==> src/rtl/cmd_decode_map.svh <==
`ifndef CMD_DECODE_MAP_SVH
`define CMD_DECODE_MAP_SVH
// first-edge opcode patterns on ca[4:0]
`define OPC_MPC 5'h00
`define OPC_PRE 5'h10
`define OPC_REF 5'h08
`define OPC_SRE 5'h18
`define OPC_WR1 5'h04
`define OPC_SRX 5'h14
`define OPC_MWR 5'h0C
`define OPC_RD1 5'h02
`define OPC_CAS 5'h12
`define OPC_MRW1 5'h06
`define OPC_MRW2 5'h16
`define OPC_MRR1 5'h0E
// clock restart recovery
`define TCK_PS 50000
`define TXP_PS 7500
`define TXP_NCK_MIN 5
`define TXP_CEIL ((`TXP_PS + `TCK_PS - 1) / `TCK_PS)
`define TXP_CYC (`TXP_CEIL > `TXP_NCK_MIN ? `TXP_CEIL : `TXP_NCK_MIN)
`define RESTART_CYC (2 + `TXP_CYC)
`define STOP_GUARD_CYC 4
`define BL_LONG 6'h20
`define BL_SHORT 6'h10
`endif

==> src/rtl/cmd_decode_pkg.sv <==
package cmd_decode_pkg;
   typedef enum logic [4:0]
   {
      CMD_NONE = 5'h00,
      CMD_MPC = 5'h01,
      CMD_PRE = 5'h02,
      CMD_REF = 5'h03,
      CMD_SRE = 5'h04,
      CMD_SRX = 5'h05,
      CMD_WR = 5'h06,
      CMD_MWR = 5'h07,
      CMD_RD = 5'h08,
      CMD_CAS = 5'h09,
      CMD_MRW1 = 5'h0A,
      CMD_MRW2 = 5'h0B,
      CMD_MRR = 5'h0C,
      CMD_ACT1 = 5'h0D,
      CMD_ACT2 = 5'h0E,
      CMD_ILLEGAL = 5'h0F
   } cmd_t;
   typedef enum logic [1:0]
   {
      ST_IDLE = 2'b00,
      ST_SECOND = 2'b01,
      ST_LOCKED = 2'b10
   } dec_state_t;
endpackage : cmd_decode_pkg

==> src/rtl/cmd_decode.sv <==
`timescale 1ns/1ps
`include "cmd_decode_map.svh"
module cmd_decode
(
   input wire logic sys_clk,
   input wire logic rst,
   input wire logic clk_en,
   input wire logic cke,
   input wire logic clk_restart,
   input wire logic bl_otf_en,
   input wire logic cs,
   input wire logic [5:0] ca,
   output cmd_decode_pkg::cmd_t cmd,
   output logic cmd_valid,
   output logic [2:0] bank,
   output logic all_bank,
   output logic auto_pre,
   output logic [5:0] burst_len,
   output logic [9:0] column,
   output logic [5:0] mr_addr,
   output logic [7:0] mr_op,
   output logic [6:0] mpc_op,
   output logic [13:0] row,
   output logic ready,
   output logic illegal
);
   import cmd_decode_pkg::*;

   // ----------------------------------------
   // state
   // ----------------------------------------
   dec_state_t state_q, state_d;
   cmd_t pend_q, pend_d;
   logic [5:0] ca1_q, ca1_d;
   logic [1:0] need_q, need_d;
   cmd_t cmd_q, cmd_d;
   logic valid_q, valid_d;
   logic [2:0] bank_q, bank_d;
   logic all_bank_q, all_bank_d;
   logic auto_pre_q, auto_pre_d;
   logic [5:0] bl_q, bl_d;
   logic [9:0] col_q, col_d;
   logic [5:0] ma_q, ma_d;
   logic [7:0] op_q, op_d;
   logic [6:0] mpc_q, mpc_d;
   logic [13:0] row_q, row_d;
   logic [3:0] rcnt_q, rcnt_d;
   logic ill_q, ill_d;
   cmd_t first_cmd;

   // first-edge classification
   always_comb
   begin
      first_cmd = CMD_ILLEGAL;
      if (ca[1:0] == 2'b01)
         first_cmd = CMD_ACT1;
      else if (ca[1:0] == 2'b11)
         first_cmd = CMD_ACT2;
      else if (ca[4:0] == `OPC_MPC)
         first_cmd = CMD_MPC;
      else if (ca[4:0] == `OPC_PRE)
         first_cmd = CMD_PRE;
      else if (ca[4:0] == `OPC_REF)
         first_cmd = CMD_REF;
      else if (ca[4:0] == `OPC_SRE)
         first_cmd = CMD_SRE;
      else if (ca[4:0] == `OPC_SRX)
         first_cmd = CMD_SRX;
      else if (ca[4:0] == `OPC_WR1)
         first_cmd = CMD_WR;
      else if (ca[4:0] == `OPC_MWR && !ca[5])
         first_cmd = CMD_MWR;
      else if (ca[4:0] == `OPC_RD1)
         first_cmd = CMD_RD;
      else if (ca[4:0] == `OPC_CAS)
         first_cmd = CMD_CAS;
      else if (ca[4:0] == `OPC_MRW1)
         first_cmd = CMD_MRW1;
      else if (ca[4:0] == `OPC_MRW2)
         first_cmd = CMD_MRW2;
      else if (ca[4:0] == `OPC_MRR1)
         first_cmd = CMD_MRR;
   end

   // ----------------------------------------
   // decoder next state
   // ----------------------------------------
   always_comb
   begin
      state_d = state_q;
      pend_d = pend_q;
      ca1_d = ca1_q;
      need_d = need_q;
      cmd_d = cmd_q;
      valid_d = 1'b0;
      bank_d = bank_q;
      all_bank_d = all_bank_q;
      auto_pre_d = auto_pre_q;
      bl_d = bl_q;
      col_d = col_q;
      ma_d = ma_q;
      op_d = op_q;
      mpc_d = mpc_q;
      row_d = row_q;
      ill_d = ill_q;
      // restart recovery counter
      rcnt_d = rcnt_q;
      if (clk_restart)
         rcnt_d = 4'(`RESTART_CYC);
      else if (rcnt_q != 4'h0)
         rcnt_d = rcnt_q - 4'h1;
      case (state_q)
         ST_IDLE:
         begin
            if (cs && rcnt_q == 4'h0)
            begin
               if (!cke)
                  ill_d = 1'b1;
               else if (first_cmd == CMD_ILLEGAL)
                  ill_d = 1'b1;
               else if (need_q == 2'b01 && first_cmd != CMD_CAS)
                  ill_d = 1'b1;
               else if (need_q == 2'b10 && first_cmd != CMD_MRW2)
                  ill_d = 1'b1;
               else if (need_q == 2'b00 && (first_cmd == CMD_CAS || first_cmd == CMD_MRW2))
                  ill_d = 1'b1;
               pend_d = first_cmd;
               ca1_d = ca;
               state_d = ST_SECOND;
            end
            else if (need_q != 2'b00)
               ill_d = 1'b1;
            if (ill_d)
               state_d = ST_LOCKED;
         end
         ST_SECOND:
         begin
            state_d = ST_IDLE;
            if (cs)
            begin
               ill_d = 1'b1;
               state_d = ST_LOCKED;
            end
            else
            begin
               cmd_d = pend_q;
               valid_d = 1'b1;
               need_d = 2'b00;
               case (pend_q)
                  CMD_MPC:
                  begin
                     mpc_d = {ca1_q[5], ca};
                     if (ca[5:4] != 2'b00 || ca[3:0] != 4'h0)
                        need_d = 2'b01;
                  end
                  CMD_PRE, CMD_REF:
                  begin
                     all_bank_d = ca1_q[5];
                     bank_d = ca[2:0];
                  end
                  CMD_WR, CMD_MWR, CMD_RD:
                  begin
                     bank_d = ca[2:0];
                     col_d[9] = ca[4];
                     auto_pre_d = ca[5];
                     bl_d = `BL_SHORT;
                     if (pend_q != CMD_MWR && bl_otf_en && ca1_q[5])
                        bl_d = `BL_LONG;
                     need_d = 2'b01;
                  end
                  CMD_CAS:
                  begin
                     col_d[8:0] = {ca1_q[5], ca, 2'b00};
                  end
                  CMD_MRW1:
                  begin
                     op_d[7] = ca1_q[5];
                     ma_d = ca;
                     need_d = 2'b10;
                  end
                  CMD_MRW2:
                  begin
                     op_d[6:0] = {ca1_q[5], ca};
                  end
                  CMD_MRR:
                  begin
                     ma_d = ca;
                     need_d = 2'b01;
                  end
                  CMD_ACT1:
                  begin
                     row_d[13:10] = {ca1_q[3:2], ca[5:4]};
                     bank_d = ca[2:0];
                  end
                  CMD_ACT2:
                  begin
                     row_d[9:0] = {ca1_q[5:2], ca};
                  end
                  default:
                     need_d = 2'b00; // SRE, SRX: second edge is a level only
               endcase
            end
         end
         ST_LOCKED:
         begin
            state_d = ST_LOCKED;
         end
         default:
         begin
            state_d = ST_LOCKED;
         end
      endcase
   end

   // register stage
   always_ff @(posedge sys_clk or posedge rst)
   begin
      if (rst)
      begin
         state_q <= ST_IDLE;
         pend_q <= CMD_NONE;
         ca1_q <= 6'h00;
         need_q <= 2'b00;
         cmd_q <= CMD_NONE;
         valid_q <= 1'b0;
         bank_q <= 3'h0;
         all_bank_q <= 1'b0;
         auto_pre_q <= 1'b0;
         bl_q <= `BL_SHORT;
         col_q <= 10'h000;
         ma_q <= 6'h00;
         op_q <= 8'h00;
         mpc_q <= 7'h00;
         row_q <= 14'h0000;
         rcnt_q <= 4'h0;
         ill_q <= 1'b0;
      end
      else if (clk_en)
      begin
         state_q <= state_d;
         pend_q <= pend_d;
         ca1_q <= ca1_d;
         need_q <= need_d;
         cmd_q <= cmd_d;
         valid_q <= valid_d;
         bank_q <= bank_d;
         all_bank_q <= all_bank_d;
         auto_pre_q <= auto_pre_d;
         bl_q <= bl_d;
         col_q <= col_d;
         ma_q <= ma_d;
         op_q <= op_d;
         mpc_q <= mpc_d;
         row_q <= row_d;
         rcnt_q <= rcnt_d;
         ill_q <= ill_d;
      end
   end

   // outputs
   assign cmd = cmd_q;
   assign cmd_valid = valid_q;
   assign bank = bank_q;
   assign all_bank = all_bank_q;
   assign auto_pre = auto_pre_q;
   assign burst_len = bl_q;
   assign column = col_q;
   assign mr_addr = ma_q;
   assign mr_op = op_q;
   assign mpc_op = mpc_q;
   assign row = row_q;
   assign ready = (rcnt_q == 4'h0) && (state_q != ST_LOCKED);
   assign illegal = ill_q;
endmodule : cmd_decode

==> config.mk <==
export PLATFORM = sky130hd
export DESIGN_NAME = cmd_decode
export DESIGN_NICKNAME = d
export VERILOG_FILES = /design/src/rtl/cmd_decode_pkg.sv /design/src/rtl/cmd_decode.sv
export VERILOG_INCLUDE_DIRS = /design/src /design/src/rtl
export SDC_FILE = /design/constraint.sdc
export NUM_CORES = 1
export LEC_CHECK = 0
export BUFFER_PORTS_ARGS = -buffer_cell sky130_fd_sc_hd__clkbuf_2
export CELL_PAD_IN_SITES_DETAIL_PLACEMENT = 0
export CELL_PAD_IN_SITES_GLOBAL_PLACEMENT = 2
export CORE_AREA = 2 2 97 99
export DETAILED_ROUTE_END_ITERATION = 8
export DIE_AREA = 0 0 99 101
export PLACE_DENSITY_LB_ADDON = 0.15
export SETUP_SLACK_MARGIN = 0.3
export SLEW_MARGIN = 30
export SYNTH_ARGS = -nofsm -noshare
export SYNTH_HDL_FRONTEND = slang
export SYNTH_SLANG_ARGS = --single-unit
export TNS_END_PERCENT = 1
==> constraint.sdc <==
create_clock -name sys_clk -period 6.36 [get_ports sys_clk]
set_input_delay 1.59 -clock sys_clk [delete_from_list [all_inputs] [get_ports sys_clk]]
set_output_delay 1.59 -clock sys_clk [all_outputs]
set_load 0.01 [all_outputs]
==> run_results.csv, run 1 <==
group,metric,value,unit
synthesis,synth-compound-area-share,8.47,%
cts,cts_root_buf,"clkbuf_8",
cts,holdBufCountCts,0,
grt,grt_pass1_vias,2339,
power_and_ir_drop,p_total,0.909,mW
sta,hold_viol,0,
floorplanning,die-area,0.0100,sq mm
synthesis,syn_area_per_cell,12.2,sq um
synthesis,yosysTopAreaCellShare,53.7,%
synthesis,synth_fa_ha_area_share,0.756,%
cts,tritoncts,"yes",
sta,setup-violations-final,0,
floorplanning,pin_count,77,
final_layout,post-route-util,43.4,%
detailed_routing,wl_per_cell,16.7,um
synthesis,yosysWarnings,0,
synthesis,muxShareOfSynthArea,18.1,%
worst_setup_path,rrSetupSlack,4.35,ns
flow_run,drv_cap,0,
floorplanning,initial_core_util,36.9,%
synthesis,synth_most_common_cell,"dfrtp_1",
synthesis,synth_top_family_by_area,"multiplexers",
synthesis,synth-simple-area-share,12.6,%
worst_setup_path,cp.required,4.77,ns
power_and_ir_drop,p_per_area,233,mW/mm^2
worst_setup_path,critPathLaunchType,"flop",
detailed_routing,route.detailed.drc,0,
synthesis,synthFlopType,"dfrtp_1",
grt,antenna_found_initial,0,
synthesis,synthArstFlopShare,100,%
cts,clk_pin_slew,0.08,ns
cts,cts_sinks,72,
worst_setup_path,setup.worst_path.start,"rcnt_q[0]$_DFFE_PP0P_",
outcome,outcome,"finished, final reports clean",
cts,clk_latency,0.34,ns
synthesis,yosys-top-cells-area,"dfrtp_1 54%, mux2_2 17%, o21ai_0 2.3%, nand2_1 1.9%, buf_4 1.6%",
cts,post_cts_buffers,0,
synthesis,yosysTopAreaCell,"dfrtp_1",
grt,grt_overflow,0,
sta,clock.fmax,0.297,GHz
min_path,hold_class,"reg2reg",
sta,fin_setup_tns,0,ns
synthesis,synth-edff-count,0,
detailed_routing,wirelength,7.57,mm
placement,place_congestion,0.751,
cts,cts_htree_levels,3,
detailed_routing,vias,2300,
sta,min_period,3.36,ns
synthesis,yosysUniqueCellTypes,54,
final_layout,syn2layout_area_growth,17.7,%
synthesis,synth_common_cells,"71 x dfrtp_1, 50 x mux2_2, 17 x nand2_1",
final_layout,antenna_cells,0,
sta,finClkSkew,0.00745,ns
grt,gr-usage-all-layers,16.6,%
floorplanning,num_rows,35,
synthesis,synth_cells,272,
worst_setup_path,end_kind,"output port",
detailed_routing,drtPass1Iterations,4,
sta,slew_violations,0,
worst_setup_path,critPathArrivalTime,1.77,ns
worst_setup_path,regToRegStartpoint,"state_q[1]$_DFFE_PP0P_",
worst_setup_path,path_class,"reg2out",
synthesis,synth_area,0.00331,sq mm
cts,clockBufferDepth,2,
floorplanning,placeableCoreArea,0.00898,sq mm
sta,rsz0062_at_grt,"false",
sta,finalCritPeriodShare,52.9,%
grt,grt_max_degree,49,
final_layout,drive_gt1_share,43.1,%
detailed_routing,postRouteAntennaNets,0,
synthesis,synthXorXnorAreaFrac,0.529,%
cts,cts_resized,0,
sta,slew_headroom,60.1,%
detailed_routing,vias_per_cell,5.07,
power_and_ir_drop,ir_worst_vdd,0.000112,V
sta,worst_pin_slew,0.599,ns
final_layout,fillers,877,
synthesis,synth-seq-cells,72,
worst_setup_path,critPathMaxFanout,3,
final_layout,nets,353,
synthesis,ys_seq_area_share,54.5,%
power_and_ir_drop,leakagePower,2.04,nW
detailed_routing,drtIter0Drc,74,
min_path,min_from,"burst_len[4]$_DFFE_PP1P_",
floorplanning,die_w,99,um
floorplanning,dieHeight,101,um
placement,dp_hpwl,5.11,mm
cts,cts_made_buffers,9,
grt,grt_pass1_wl,12.7,mm
placement,numPortBuffers,69,
==> state kept, by name, indices dropped and copies added, names as in the netlist <==
signal     cells
state_q        2
pend_q         4
mr_op          8
need_q         2
bank           3
cmd_valid      1
all_bank       1
auto_pre       1
row           14
ca1_q          4
mr_addr        6
rcnt_q         4
cmd            4
mpc_op         7
column         8
illegal        1
burst_len      2
==> metrics by stage <==
step           hold WS [ns]  cell area, sq um  instances  worst slack (ns)
6_report              0.463              3900        454              3.00
2_1_floorplan         0.458              3330        278              2.95
3_3_place_gp          0.452              3700        438              3.10
3_5_place_dp          0.453              3700        438              3.09
5_1_grt               0.493              3900        454              2.89
4_1_cts               0.465              3900        454              2.97
==> per-layer routing <==
metal / wire length [um] / global-route usage [%] / vias to the layer above
li1: - / - / 1087
met1: 3470 / 22.3 / 1154
met2: 3580 / 25.2 / 52
met3: 411 / 5.48 / 7
met4: 102 / 5.80 / 0
met5: 0 / 0 / -
==> kinds of logic after synthesis <==
| kind of cell | Yosys count |
|---|---|
| muxes | 53 |
| DFF | 72 |
| adders and majority gates | 2 |
| xor gates and xnor gates | 2 |
| AOI/OAI and AO/OA | 44 |
| buffers and inverters | 32 |
| and+or+nand+nor | 66 |
| other | 1 |
==> area by class of cell <==
type	count	area, sq um	share of cell area [%]
Clock buffer	10	128	3.28
Clock inverter	6	68.8	1.77
Inverter	11	41.3	1.06
Multi-Input combinational cell	174	1360	35.0
Sequential cell	72	1800	46.3
Tap cell	111	139	3.56
Timing Repair Buffer	70	353	9.06
==> worst paths after layout <==
check | end | cells past startpoint
setup / recovery | ready | 5
hold / removal | burst_len[4]$_DFFE_PP1P_ | 2
setup reg to reg | row[1]$_DFFE_PP0P_ | 4
hold reg to reg | burst_len[4]$_DFFE_PP1P_ | 2
max in group asynchronous | pend_q[2]$_DFFE_PP0P_ | 3
min in group asynchronous | cmd[1]$_DFFE_PP0P_ | 2
==> critical path: stages (launching register included) <==
cell and delay [ns]:
dfrtp_1 0.41, inv_1 0.09, ha_1 0.17, or3b_2 0.48, a21oi_1 0.14, clkbuf_2 0.15
==> cells in the final DEF (no fill, tap or decap), types with 3 or more instances in the layout <==
master    count
dfrtp_1      71
clkbuf_2     69
mux2_2       50
nand2_1      17
o21ai_0      15
nor2_1       12
inv_1        10
clkbuf_8      9
nand2b_1      7
conb_1        7
a21oi_1       6
nor3_1        6
a31oi_1       5
and3_1        3
==> power by group <==
part,leakage (nW),internal (mW),total (mW),switching [mW]
clock network,0.0968,0.183,0.359,0.176
logic,0.966,0.0235,0.0660,0.0425
registers,0.979,0.467,0.484,0.0173
Note: power is estimated with default switching activity, not from simulation.
==> inputs of run 2 (changes only) <==
--- a/config.mk
+++ b/config.mk
@@ -9,9 +9,9 @@
 export BUFFER_PORTS_ARGS = -buffer_cell sky130_fd_sc_hd__clkbuf_2
 export CELL_PAD_IN_SITES_DETAIL_PLACEMENT = 0
 export CELL_PAD_IN_SITES_GLOBAL_PLACEMENT = 2
-export CORE_AREA = 2 2 97 99
+export CORE_AREA = 2 2 101 103
 export DETAILED_ROUTE_END_ITERATION = 8
-export DIE_AREA = 0 0 99 101
+export DIE_AREA = 0 0 103 105
 export PLACE_DENSITY_LB_ADDON = 0.15
 export SETUP_SLACK_MARGIN = 0.3
 export SLEW_MARGIN = 30
==> constraint.sdc (replaced) <==
create_clock -name sys_clk -period 3.5 [get_ports sys_clk]
set_input_delay 0.875 -clock sys_clk [delete_from_list [all_inputs] [get_ports sys_clk]]
set_output_delay 0.875 -clock sys_clk [all_outputs]
set_load 0.01 [all_outputs]
==> run_results.csv, run 2 (synthesis results as in run 1) <==
group,metric,value,unit
power_and_ir_drop,p_int,1.32,mW
worst_setup_path,critPathLaunchType,"flop",
power_and_ir_drop,switchingPower,0.435,mW
cts,cts_made_buffers,9,
floorplanning,die-area,0.0108,sq mm
worst_setup_path,rrSetupSlack,1.46,ns
flow_run,drv_cap,0,
final_layout,nets,353,
sta,slew_violations,0,
placement,post-place-ws,0.893,ns
sta,setup_slack,0.857,ns
power_and_ir_drop,p_clk_share,42.8,%
cts,clockBufferDepth,2,
cts,cts_root_buf,"clkbuf_8",
power_and_ir_drop,power_frac_comb,6.9,%
floorplanning,dieHeight,105,um
power_and_ir_drop,swShare,24.8,%
final_layout,largest_reg_flops,14,
grt,grt_pass1_wl,12.7,mm
final_layout,fillers,982,
cts,holdBufCountCts,0,
final_layout,finalNonFillerCells,476,
detailed_routing,vias_per_cell,4.86,
power_and_ir_drop,p_per_area,441,mW/mm^2
floorplanning,initial_core_util,34.3,%
floorplanning,placeableCoreArea,0.00964,sq mm
sta,hold_viol,0,
cts,cts_htree_levels,3,
sta,clock.fmax,0.378,GHz
power_and_ir_drop,leakagePower,2.07,nW
worst_setup_path,critPathMaxFanout,3,
worst_setup_path,path_class,"reg2out",
cts,clk_latency,0.35,ns
sta,finalCritPeriodShare,75.5,%
worst_setup_path,end_kind,"output port",
sta,fin_setup_tns,0,ns
placement,numPortBuffers,69,
detailed_routing,route.detailed.drc,0,
final_layout,syn2layout_area_growth,19.9,%
cts,cts_sinks,72,
cts,tritoncts,"yes",
placement,dp_hpwl,5.07,mm
sta,whs,0.473,ns
grt,gr-usage-all-layers,15.3,%
power_and_ir_drop,ir_worst_vdd,0.000222,V
sta,finClkSkew,0.0100,ns
detailed_routing,drtPass1Iterations,4,
outcome,outcome,"finished, final reports clean",
placement,dp_cells,460,
sta,worst_pin_slew,0.531,ns
floorplanning,num_rows,36,
min_path,hold_class,"reg2reg",
final_layout,antenna_cells,0,
detailed_routing,vias,2315,
grt,antenna_found_initial,0,
power_and_ir_drop,power_frac_seq,50.3,%
floorplanning,die_w,103,um
detailed_routing,postRouteAntennaNets,0,
worst_setup_path,critPathArrivalTime,1.77,ns
grt,grt_pass1_vias,2375,
placement,place_congestion,0.776,
cts,cts_resized,0,
floorplanning,pin_count,77,
cts,post_cts_buffers,0,
sta,slew_headroom,64.3,%
grt,grt_overflow,0,
final_layout,drive_gt1_share,43.4,%
worst_setup_path,cp.required,2.62,ns
detailed_routing,wl_per_cell,16.2,um
detailed_routing,drtIter0Drc,101,
cts,clk_pin_slew,0.08,ns
sta,rsz0062_at_grt,"false",
sta,min_period,2.64,ns
final_layout,final_cell_mix,"71 x dfrtp_1, 69 x clkbuf_2, 50 x mux2_2, 17 x nand2_1, 15 x o21ai_0",
grt,grt_max_degree,73,
sta,setup-violations-final,0,
final_layout,layout_commonest_cell,"dfrtp_1",
detailed_routing,wirelength,7.73,mm
==> run 2: changes by cell type in the layout (fill, tap and decap cells not counted), sizes merged <==
cell and change:
bufinv +1, clkinvlp -1
==> run 2: cell type report <==
| class | count | area [sq um] | share of cell area [%] |
|---|---|---|---|
| sequential | 72 | 1800 | 45.4 |
| timing repair buffer | 70 | 365 | 9.21 |
| multi-input combinational | 174 | 1360 | 34.4 |
| clock inverter | 6 | 91.3 | 2.30 |
| tap | 133 | 166 | 4.19 |
| clock buffer | 10 | 138 | 3.47 |
| inverter | 11 | 41.3 | 1.04 |
==> run 2: final timing paths <==
check,start,to,cells after the start
worst max-delay path,rcnt_q[0]$_DFFE_PP0P_,ready,5
worst min-delay path,burst_len[4]$_DFFE_PP1P_,burst_len[4]$_DFFE_PP1P_,2
worst max register to register,state_q[1]$_DFFE_PP0P_,row[0]$_DFFE_PP0P_,4
worst min register to register,burst_len[4]$_DFFE_PP1P_,burst_len[4]$_DFFE_PP1P_,2
max in group asynchronous,rst,cmd_valid$_DFFE_PP0P_,3
min in group asynchronous,rst,auto_pre$_DFFE_PP0P_,3
==> run 2: per-stage QoR <==
step | power (mW) | area, sq um | util (%)
2_1_floorplan | 0.978 | 3330 | -
3_3_place_gp | 1.02 | 3740 | 38.8
3_5_place_dp | 1.02 | 3740 | 38.8
4_1_cts | 1.78 | 3970 | 41.2
5_1_grt | 1.83 | 3970 | 41.2
6_report | 1.75 | 3970 | 41.2
==> run 2: power groups by stage <==
stage	sequential, mW	combinational, mW	clock, mW
2_1_floorplan	0.878	0.0998	0
3_3_place_gp	0.897	0.124	0
3_5_place_dp	0.897	0.124	0
4_1_cts	0.881	0.124	0.780
5_1_grt	0.885	0.139	0.810
6_report	0.881	0.121	0.750
==> run 2: worst max-delay path, stage by stage, from the launching register on <==
cell and delay (ns):
dfrtp_1 0.41, inv_1 0.09, ha_1 0.18, or3b_2 0.47, a21oi_1 0.13, clkbuf_2 0.15
==> run 2: routing by layer <==
layer | part of all wire, % | up-vias | track usage, %
met3 | 5.3 | 11 | 4.62
met2 | 46 | 58 | 22.5
met1 | 47 | 1166 | 21.1
li1 | - | 1080 | -
met4 | 1.4 | 0 | 5.83
met5 | 0 | - | 0
